==> src/pkg/lit_defs.svh <==
`ifndef LIT_DEFS_SVH
`define LIT_DEFS_SVH

// Register offsets, byte addresses on the internal register port.
`define LIT_CMD_OFS 8'h00
`define LIT_CTRL_OFS 8'h01
`define LIT_DATA_LSB_OFS 8'h04
`define LIT_DATA_MSB_OFS 8'h05
`define LIT_TMR_LSB_OFS 8'h06
`define LIT_TMR_MSB_OFS 8'h07

// Field positions.
`define LIT_CMD_EXT_BIT 5
`define LIT_CTRL_RANGE_HI 3
`define LIT_CTRL_RANGE_LO 2

// Reset values.
`define LIT_CMD_RESET 8'h00
`define LIT_CTRL_RESET 8'h00

// Full-speed oscillator and core clock rates in kHz, and full-speed oscillator period in core cycles.
`define LIT_OSC_FULL_KHZ 684
`define LIT_CORE_KHZ 100000
`define LIT_OSC_FULL_DIV (`LIT_CORE_KHZ / `LIT_OSC_FULL_KHZ)

`endif

==> src/pkg/lit_pkg.sv <==
package lit_pkg;
    // Resolution selection: cycle exponent per code.
    typedef enum logic [1:0] {
        LIT_RES_16 = 2'b00,
        LIT_RES_12 = 2'b01,
        LIT_RES_8 = 2'b10,
        LIT_RES_4 = 2'b11
    } lit_res_t;

    // Register write/read port bundle.
    typedef struct packed {
        logic wr_en;
        logic rd_en;
        logic [7:0] addr;
        logic [7:0] wdata;
    } lit_reg_req_t;

    // Published pair: light result and matching cycle count.
    typedef struct packed {
        logic [15:0] light;
        logic [15:0] cycles;
    } lit_result_t;

    // Conversion phases.
    typedef enum logic [1:0] {
        LIT_IDLE,
        LIT_VIS,
        LIT_IR
    } lit_phase_t;
endpackage : lit_pkg

==> src/rtl/lit_cycle_cnt.sv <==
`timescale 1ns/1ns
// Cycle counter for one integration; saturation is flagged, not wrapped silently.
module lit_cycle_cnt (
    // Clock and reset
    input wire logic core_clk,
    input wire logic reset,
    // Control
    input wire logic clear,
    input wire logic tick,
    // Count out
    output logic [15:0] count,
    output logic overflow
);
    import lit_pkg::*;

    // Count ticks; clear has priority so a new period starts at zero.
    always_ff @(posedge core_clk) begin
        if (reset || clear) begin
            count <= 16'h0000;
            overflow <= 1'b0;
        end else if (tick) begin
            count <= count + 16'h0001;
            if (count == 16'hFFFF) begin
                overflow <= 1'b1;
            end
        end
    end
endmodule : lit_cycle_cnt

==> src/rtl/lit_osc_div.sv <==
`timescale 1ns/1ns
`include "lit_defs.svh"
// Oscillator tick generator: one-cycle enable at full or half oscillator rate.
module lit_osc_div (
    // Clock and reset
    input wire logic core_clk,
    input wire logic reset,
    // Control
    input wire logic half_speed,
    // Tick out
    output logic osc_tick
);
    import lit_pkg::*;

    localparam logic [15:0] DIV_FULL = 16'(`LIT_OSC_FULL_DIV);
    logic [15:0] cnt_reg;
    logic tog_reg;
    wire logic wrap = (cnt_reg == DIV_FULL - 16'h0001);

    // Base divider; the half-speed path drops every other base tick so both rates share one counter.
    always_ff @(posedge core_clk) begin
        if (reset) begin
            cnt_reg <= 16'h0000;
            tog_reg <= 1'b0;
            osc_tick <= 1'b0;
        end else begin
            cnt_reg <= wrap ? 16'h0000 : cnt_reg + 16'h0001;
            if (wrap) begin
                tog_reg <= ~tog_reg;
            end
            osc_tick <= wrap & (~half_speed | tog_reg);
        end
    end
endmodule : lit_osc_div

==> src/rtl/lit_timing.sv <==
`timescale 1ns/1ns
`include "lit_defs.svh"
// How it works
// - Oscillator runs half speed on the two lowest ranges, full otherwise.
// - Internal mode ends integration after two to the m oscillator cycles.
// - Command bit 5 selects external or internal timing.
// - Command bits 1:0 select the internal cycle exponent.
// - External mode: host sync starts first diode, next sync switches diodes.
// - Third sync ends second diode, publishes result, restarts first diode.
// - External period is both sync intervals; cycles reported in timer register.
// - External cycle count follows host timing, sixteen-bit counter capacity.
// - Oscillator behaves the same in both timing modes.
// - Result is visible-plus-IR measurement minus IR-only measurement.
// - Control bits 3:2 select one of four ranges.
// - Timer counts every oscillator cycle and latches at period end.
module lit_timing (
    // Clock and reset
    input wire logic core_clk,
    input wire logic reset,
    // Register port
    input lit_pkg::lit_reg_req_t reg_req,
    output logic [7:0] reg_rdata,
    // External sync command strobe
    input wire logic sync_cmd,
    // Converter counts for each diode
    input wire logic [15:0] visible_ir_diode,
    input wire logic [15:0] ir_only_diode,
    // Converter control
    output logic conv_visible,
    output logic conv_ir,
    // Result status
    output logic result_valid,
    output logic overflow_flag
);
    import lit_pkg::*;

    logic [7:0] cmd_reg;
    logic [7:0] ctrl_reg;
    lit_result_t result_reg;
    lit_phase_t phase_reg;
    logic [15:0] vis_hold_reg;
    logic [15:0] int_cnt_reg;
    logic osc_tick;
    logic [15:0] cyc_count;
    logic cyc_ovf;

    // Cycle target of two to the m; 2^16 wraps to zero and is handled as terminal at FFFF.
    function automatic logic [15:0] res_last(input logic [1:0] res);
        case (res)
            LIT_RES_16: res_last = 16'hFFFF;
            LIT_RES_12: res_last = 16'h0FFF;
            LIT_RES_8: res_last = 16'h00FF;
            default: res_last = 16'h000F;
        endcase
    endfunction : res_last

    // Mode and range decode.
    // timing mode select
    wire logic ext_mode = cmd_reg[`LIT_CMD_EXT_BIT];
    wire logic [1:0] range_sel = ctrl_reg[`LIT_CTRL_RANGE_HI:`LIT_CTRL_RANGE_LO];
    wire logic half_speed = ~range_sel[1];
    wire logic [15:0] int_last = res_last(cmd_reg[1:0]);
    wire logic wr_cmd = reg_req.wr_en && (reg_req.addr == `LIT_CMD_OFS);
    wire logic wr_ctrl = reg_req.wr_en && (reg_req.addr == `LIT_CTRL_OFS);

    // Internal period boundary: half the target per diode so both diodes share the period.
    // internal per-diode interval end
    wire logic [15:0] half_last = {1'b0, int_last[15:1]};
    wire logic int_end = !ext_mode && osc_tick && (int_cnt_reg == half_last);
    wire logic ext_step = ext_mode && sync_cmd;
    wire logic step = int_end || ext_step;
    wire logic finish = step && (phase_reg == LIT_IR);
    // A mode or range change restarts the sequence so no result mixes two settings.
    wire logic restart = wr_cmd || wr_ctrl;

    lit_osc_div u_osc (
        .core_clk(core_clk),
        .reset(reset),
        .half_speed(half_speed),
        .osc_tick(osc_tick)
    );

    lit_cycle_cnt u_cyc (
        .core_clk(core_clk),
        .reset(reset),
        .clear(finish || restart || (phase_reg == LIT_IDLE)),
        .tick(osc_tick),
        .count(cyc_count),
        .overflow(cyc_ovf)
    );

    // Configuration registers.
    always_ff @(posedge core_clk) begin
        if (reset) begin
            cmd_reg <= `LIT_CMD_RESET;
            ctrl_reg <= `LIT_CTRL_RESET;
        end else begin
            if (wr_cmd) begin
                cmd_reg <= reg_req.wdata;
            end
            if (wr_ctrl) begin
                ctrl_reg <= reg_req.wdata;
            end
        end
    end

    // Per-diode internal counter; held at zero while idle so the first period also spans the full count.
    always_ff @(posedge core_clk) begin
        if (reset || restart || step || ext_mode || (phase_reg == LIT_IDLE)) begin
            int_cnt_reg <= 16'h0000;
        end else if (osc_tick) begin
            int_cnt_reg <= int_cnt_reg + 16'h0001;
        end
    end

    // Conversion sequencer. Internal mode free-runs; external mode waits for the first sync.
    always_ff @(posedge core_clk) begin
        if (reset || restart) begin
            phase_reg <= LIT_IDLE;
        end else begin
            case (phase_reg)
                LIT_IDLE: begin
                    if (!ext_mode || sync_cmd) begin
                        phase_reg <= LIT_VIS;
                    end
                end
                LIT_VIS: begin
                    if (step) begin
                        phase_reg <= LIT_IR;
                    end
                end
                LIT_IR: begin
                    if (step) begin
                        phase_reg <= LIT_VIS;
                    end
                end
                default: phase_reg <= LIT_IDLE;
            endcase
        end
    end

    // Hold first diode count at the diode switch.
    always_ff @(posedge core_clk) begin
        if (reset) begin
            vis_hold_reg <= 16'h0000;
        end else if (step && phase_reg == LIT_VIS) begin
            vis_hold_reg <= visible_ir_diode;
        end
    end

    // Publish the pair in one edge so a read never sees a mixed light and cycle count.
    // atomic pair publish
    always_ff @(posedge core_clk) begin
        if (reset) begin
            result_reg <= '0;
            result_valid <= 1'b0;
            overflow_flag <= 1'b0;
        end else if (finish) begin
            result_reg.light <= vis_hold_reg - ir_only_diode;
            // report elapsed cycles
            // A tick on the closing edge belongs to the period that closes; the counter's clear would drop it.
            result_reg.cycles <= cyc_count + {15'h0000, osc_tick};
            result_valid <= 1'b1;
            overflow_flag <= cyc_ovf || (ext_mode && osc_tick && (cyc_count == 16'hFFFF));
        end
    end

    // Converter controls follow the phase.
    always_ff @(posedge core_clk) begin
        if (reset) begin
            conv_visible <= 1'b0;
            conv_ir <= 1'b0;
        end else begin
            conv_visible <= (phase_reg == LIT_VIS);
            conv_ir <= (phase_reg == LIT_IR);
        end
    end

    // Read mux; unmapped addresses read zero.
    logic [7:0] rd_mux;
    always_comb begin
        rd_mux = 8'h00;
        case (reg_req.addr)
            `LIT_CMD_OFS: rd_mux = cmd_reg;
            `LIT_CTRL_OFS: rd_mux = ctrl_reg;
            `LIT_DATA_LSB_OFS: rd_mux = result_reg.light[7:0];
            `LIT_DATA_MSB_OFS: rd_mux = result_reg.light[15:8];
            `LIT_TMR_LSB_OFS: rd_mux = result_reg.cycles[7:0];
            `LIT_TMR_MSB_OFS: rd_mux = result_reg.cycles[15:8];
            default: rd_mux = 8'h00;
        endcase
    end

    // Registered read data, one cycle after the read strobe.
    always_ff @(posedge core_clk) begin
        if (reset) begin
            reg_rdata <= 8'h00;
        end else if (reg_req.rd_en) begin
            reg_rdata <= rd_mux;
        end
    end
endmodule : lit_timing

==> config.mk <==
export PLATFORM = sky130hd
export DESIGN_NAME = lit_timing
export DESIGN_NICKNAME = d
export VERILOG_FILES = /design/src/pkg/lit_pkg.sv /design/src/rtl/lit_cycle_cnt.sv /design/src/rtl/lit_osc_div.sv /design/src/rtl/lit_timing.sv
export VERILOG_INCLUDE_DIRS = /design/src /design/src/pkg
export SDC_FILE = /design/constraint.sdc
export NUM_CORES = 1
export LEC_CHECK = 0
export ABC_AREA = 0
export BUFFER_PORTS_ARGS = -buffer_cell sky130_fd_sc_hd__buf_2
export CAP_MARGIN = 15
export CORE_ASPECT_RATIO = 2
export CORE_UTILIZATION = 45
export CTS_BUF_LIST = sky130_fd_sc_hd__clkbuf_16
export CTS_CLUSTER_SIZE = 24
export DETAILED_ROUTE_END_ITERATION = 8
export PLACE_DENSITY_LB_ADDON = 0.12
export SYNTH_ARGS = -nofsm -noshare
export SYNTH_HDL_FRONTEND = slang
export SYNTH_SLANG_ARGS = --single-unit
export TNS_END_PERCENT = 30
==> constraint.sdc <==
create_clock -name core_clk -period 4.07 [get_ports core_clk]
set_clock_uncertainty 0.1 [all_clocks]
set_input_delay 0.814 -clock core_clk [delete_from_list [all_inputs] [get_ports core_clk]]
set_output_delay 0.814 -clock core_clk [all_outputs]
set_load 0.05 [all_outputs]
# == Word level (Yosys, flattened, before mapping) ==
# Index checks and enable logic that the tools add are counted.
# W data, S select, Z words.
# word_totals
ff_bits,129
inputBits,53
output_inout_bits,12
word_cells,73
# op_classes
mux,6
n_addsub,5
n_eq_ne,15
bitwise,3
n_reduce_logical,27
# ops
cell,count
$add A16 B1 Y16 const B,3
$pmux W16 S3,1
$pmux W8 S6,1
$eq A8 B3 Y1 const B,4
$add A16 B1 Y16,1
$eq A16 B15 Y1,1
$eq A16 B16 Y1 const B,1
$eq A16 B8 Y1 const B,1
$sub A16 B16 Y16,1
$logic_or A1 B1 Y1,11
$logic_and A1 B1 Y1,9
$eq A8 B1 Y1 const B,1
$logic_not A8 Y1,1
$mux W2,3
$pmux W2 S3,1
$eq A2 B1 Y1 const B,2
$eq A2 B2 Y1 const B,2
$logic_not A2 Y1,2
$ne A2 B2 Y1 const B,2
$reduce_and A3 Y1,1
$ne A2 B1 Y1 const B,1
$reduce_and A2 Y1,1
$reduce_or A2 Y1,1
$and A1 B1 Y1,1
other kinds (3),3

# == Longest topological paths before layout ==
# depth
ltp_word,9
ltp_mapped,9
mapped_depth_nobuf,9

# == Modules after synthesis ==
# A second synthesis with hierarchy kept.
# hier_totals
cells_unflattened,758
area_unflattened_um2,6622.6
# by_module_without_submodules
module,seq_area_each_um2,n_inst,cells_per_inst,area_per_inst_um2
lit_timing,1881.8,1,584,5046.1
lit_osc_div,360.3,1,89,834.6
lit_cycle_cnt,340.3,1,85,742.0

# == Worst setup path after synthesis ==
# Ideal clock, no wire load.
# synth_path
path_type,input port to flip-flop
startpoint,in ir_only_diode[0]
endpoint,reg result_reg[30] in the netlist's numbering
setup_ns,0.074
path_buffers,0
path_stages,8
required_ns,3.896
t_arrival_ns,2.514
slack_ns,1.382
path_cell_list,ha_1 > fa_1 > nor2b_1 > o2111ai_1 > a2111oi_0 > nor4b_1 > xor2_1 > o21ai_0
# synth_via
elab_chain_len,1
# synth_lines
element,line_no,source
start: declaration,lit_timing.sv:27,"input wire logic [15:0] ir_only_diode,"
$sub A16 B16 Y16,lit_timing.sv:159,result_reg.light <= vis_hold_reg - ir_only_diode;
end: declaration,lit_timing.sv:39,lit_result_t result_reg;
# No other way between the ends.
# A chain may end at the register's enable or synchronous reset.

# == Worst setup path in the final report ==
# layout_path
startpoint,in reg_req[13] in the netlist's numbering
endpoint,reg cmd_reg[1]
# layout_via
elab_chain_len,2
# layout_lines
element,line_no,source
start: declaration,lit_timing.sv:21,"input lit_pkg::lit_reg_req_t reg_req,"
$logic_not A8 Y1,-,
$logic_and A1 B1 Y1,lit_timing.sv:63,wire logic wr_cmd = reg_req.wr_en && (reg_req.addr == `LIT_CMD_OFS);
end signal: assignment,lit_timing.sv:95,cmd_reg <= `LIT_CMD_RESET;
end signal: assignment,lit_timing.sv:99,cmd_reg <= reg_req.wdata;
end: declaration,lit_timing.sv:37,logic [7:0] cmd_reg;
# No other way between the ends.

==> impl_metrics.toml <==
[worst_setup_path]
max_stage_delay_ns = 0.52
crit_path_top_delay_cell = "and3_1"
end_kind = "flip-flop"
path_class = "in2reg"
r2r_start = "u_osc.osc_tick"
rr_worst_depth = 5
crit_path_start_kind = "input port"
ff2ff_setup_slack_ns = 1.56
cp_max_fo = 12
cp_cell_sequence = "buf_2, or4_1, nor2_1, and3_1, nor2b_1, buf_4, mux2i_1, nor2_1"
worstPathRequired_ns = 4.26
crit_top_cell = "nor2_1"
crit_arrival_ns = 2.86
reg2reg_to = "overflow_flag"

[clock_network]
cts_buffers = 17
clock_sinks = 129
cts_resized = 0
root_buffer = "clkbuf_16"
postCtsSetupBuffers = 0
clock_latency_ns = 0.41
cts_tree = "built"
clk_path_buf_depth = 2
postCtsHoldBufs = 0
cts_max_level = 4
path_clk_slew_ns = 0.06

[global_routing]
grt_first_pass_wirelength_um = 23800
grt-ovfl-total = 0
grt_pass1_vias = 5225
antenna_found_initial = 0
grt_max_degree = 49
grt_use_total = 0.207

[layout]
seq_area_um2 = 2580
finalInstanceArea_um2 = 7480
nFillCells = 1351
final_common_cell = "nor2_1"
diodes = 0
mostFrequentLayoutCells = "nor2_1 (138), dfxtp_1 (129), nand2_1 (65), buf_2 (64), a21oi_1 (44)"
areaGrowthSynthToFinish_pct = 15.1
multi_input_area_um2 = 3600
largest_reg_flops = 32
drive_gt1_frac = 0.141
layout.nets = 882

[synth]
yosys-top-cells-area = "dfxtp_1 (40%), nor2_1 (8.0%), mux2i_1 (5.2%)"
synth_top_area_frac = 0.398
synth_cells = 757
synth_ff_type = "dfxtp_1"
yosysSeqAreaShare = 0.398
synth_warnings = 0
yosysUniqueCellTypes = 55
syn-num-nets = 832
synth_area_per_cell_um2 = 8.58
post-synth-top-area-cell = "dfxtp_1"
synth_seq_cells = 129
syn_area_um2 = 6490
synth_edf_count = 0
synthArstFlopShare = 0

[timing]
rsz0062_at_grt = "false"
period_share = 0.656
max-slew-margin-rel = 0.426
setup_viol = 0
max_freq_mhz = 374
tightest_slew_ns = 0.859
final.min_clock_period_ns = 2.67
maxSlewViolCount = 0
finalHoldViolations = 0
finalSetupTns_ns = 0

[die]
core_um2 = 14000
die_area_um2 = 14900
fp-row-count = 61
pin_count = 65
initial_core_util = 0.465
die_x_um = 86.9
die_h_um = 172

[pwr]
irDropWorstVdd_uv = 282
report.power.total_mw = 2.92
powerDensity_nw_per_um2 = 390
p_leak_nw = 2.89

[detailed_routing]
met3RoutedLength_um = 462
drt_iter0_drc = 145
routedWlPerCell_um = 14.7
remaining_drc_errors = 0
drt_pass1_iterations = 5
wl_met1_um = 5840
routed.top_layer = "met4"
wl_met2_um = 7990
wirelength_um = 14800
drt-vias-per-instance = 5.26
num_vias = 5312
ant_nets = 0

[hold_path]
holdPathEnd = "result_reg[18]"
min_from = "result_reg[18]"
min_path_type = "reg2reg"
worstHoldPathCells = 2

[placed_design]
io_buffers = 64
place_area_um2 = 6880
gp_congestion = 0.856
hpwlAfterDp_um = 11100

[run_status]
status = "complete, no violations"

[flow_run]
maxCapViolCount = 0
## metal layers
| metal | global-route usage | vias to the layer above |
|---|---|---|
| li1 | - | 2699 |
| met1 | 0.210 | 2472 |
| met2 | 0.390 | 109 |
| met3 | 0.0425 | 32 |
| met4 | 0.101 | 0 |
| met5 | 0 | - |
## cell families after synthesis
| family | after synthesis | share of synthesized area |
|---|---|---|
| simple gates | 313 | 0.222 |
| mux | 43 | 0.0819 |
| flops | 129 | 0.398 |
| fa+ha+maj | 22 | 0.0435 |
| compound gates | 113 | 0.113 |
| xor+xnor | 69 | 0.0931 |
| buf+inv | 68 | 0.0491 |
## per-stage QoR
stage	util	cells	worst slack, ns	hold slack, ns
3_3_place_gp	0.493	977	1.05	0.342
5_1_grt	0.535	1009	1.22	0.369
4_1_cts	0.535	1009	1.41	0.358
3_5_place_dp	0.493	977	0.979	0.350
2_1_floorplan	-	757	1.38	0.329
6_report	0.535	1009	1.40	0.357
## critical path, delay by kind of cell
kind          cells  cell delay (ns)
mux               1             0.21
buf+inv           2             0.29
simple gates      5             1.54
## Yosys cell counts (11+ instances only)
cell / count
nor2_1: 138
nand2_1: 65
o21ai_0: 13
nand2b_1: 11
nand3_1: 31
ha_1: 21
xor2_1: 34
a211oi_1: 18
inv_1: 31
nand4_1: 17
clkbuf_1: 19
xnor2_1: 35
and3_1: 12
mux2i_1: 34
dfxtp_1: 129
a21oi_1: 44
## final cells by class
class                           instances  share of cell area
Clock buffer                           17              0.0569
Clock inverter                         15              0.0224
Inverter                               31              0.0156
Multi-Input combinational cell        560               0.481
Sequential cell                       129               0.345
Tap cell                              189              0.0316
Timing Repair Buffer                   68              0.0469
## worst max-delay path by stage
stage,from,end,slack [ns]
2_1_floorplan,ir_only_diode[0],result_reg[30],1.38
3_3_place_gp,ir_only_diode[0],result_reg[30],1.05
3_5_place_dp,reg_req[13],cmd_reg[1],0.98
4_1_cts,reg_req[13],cmd_reg[1],1.41
5_1_grt,reg_req[13],cmd_reg[2],1.22
6_report,reg_req[13],cmd_reg[1],1.40
## where the power goes
group / total (mW) / internal, mW / switching, mW
Sequential: 1.27 / 1.27 / 0.00451
Combinational: 0.118 / 0.0483 / 0.0699
Clock: 1.53 / 0.956 / 0.571
Total: 2.92 / 2.27 / 0.645
No activity file was read; power rests on OpenSTA's default activity.
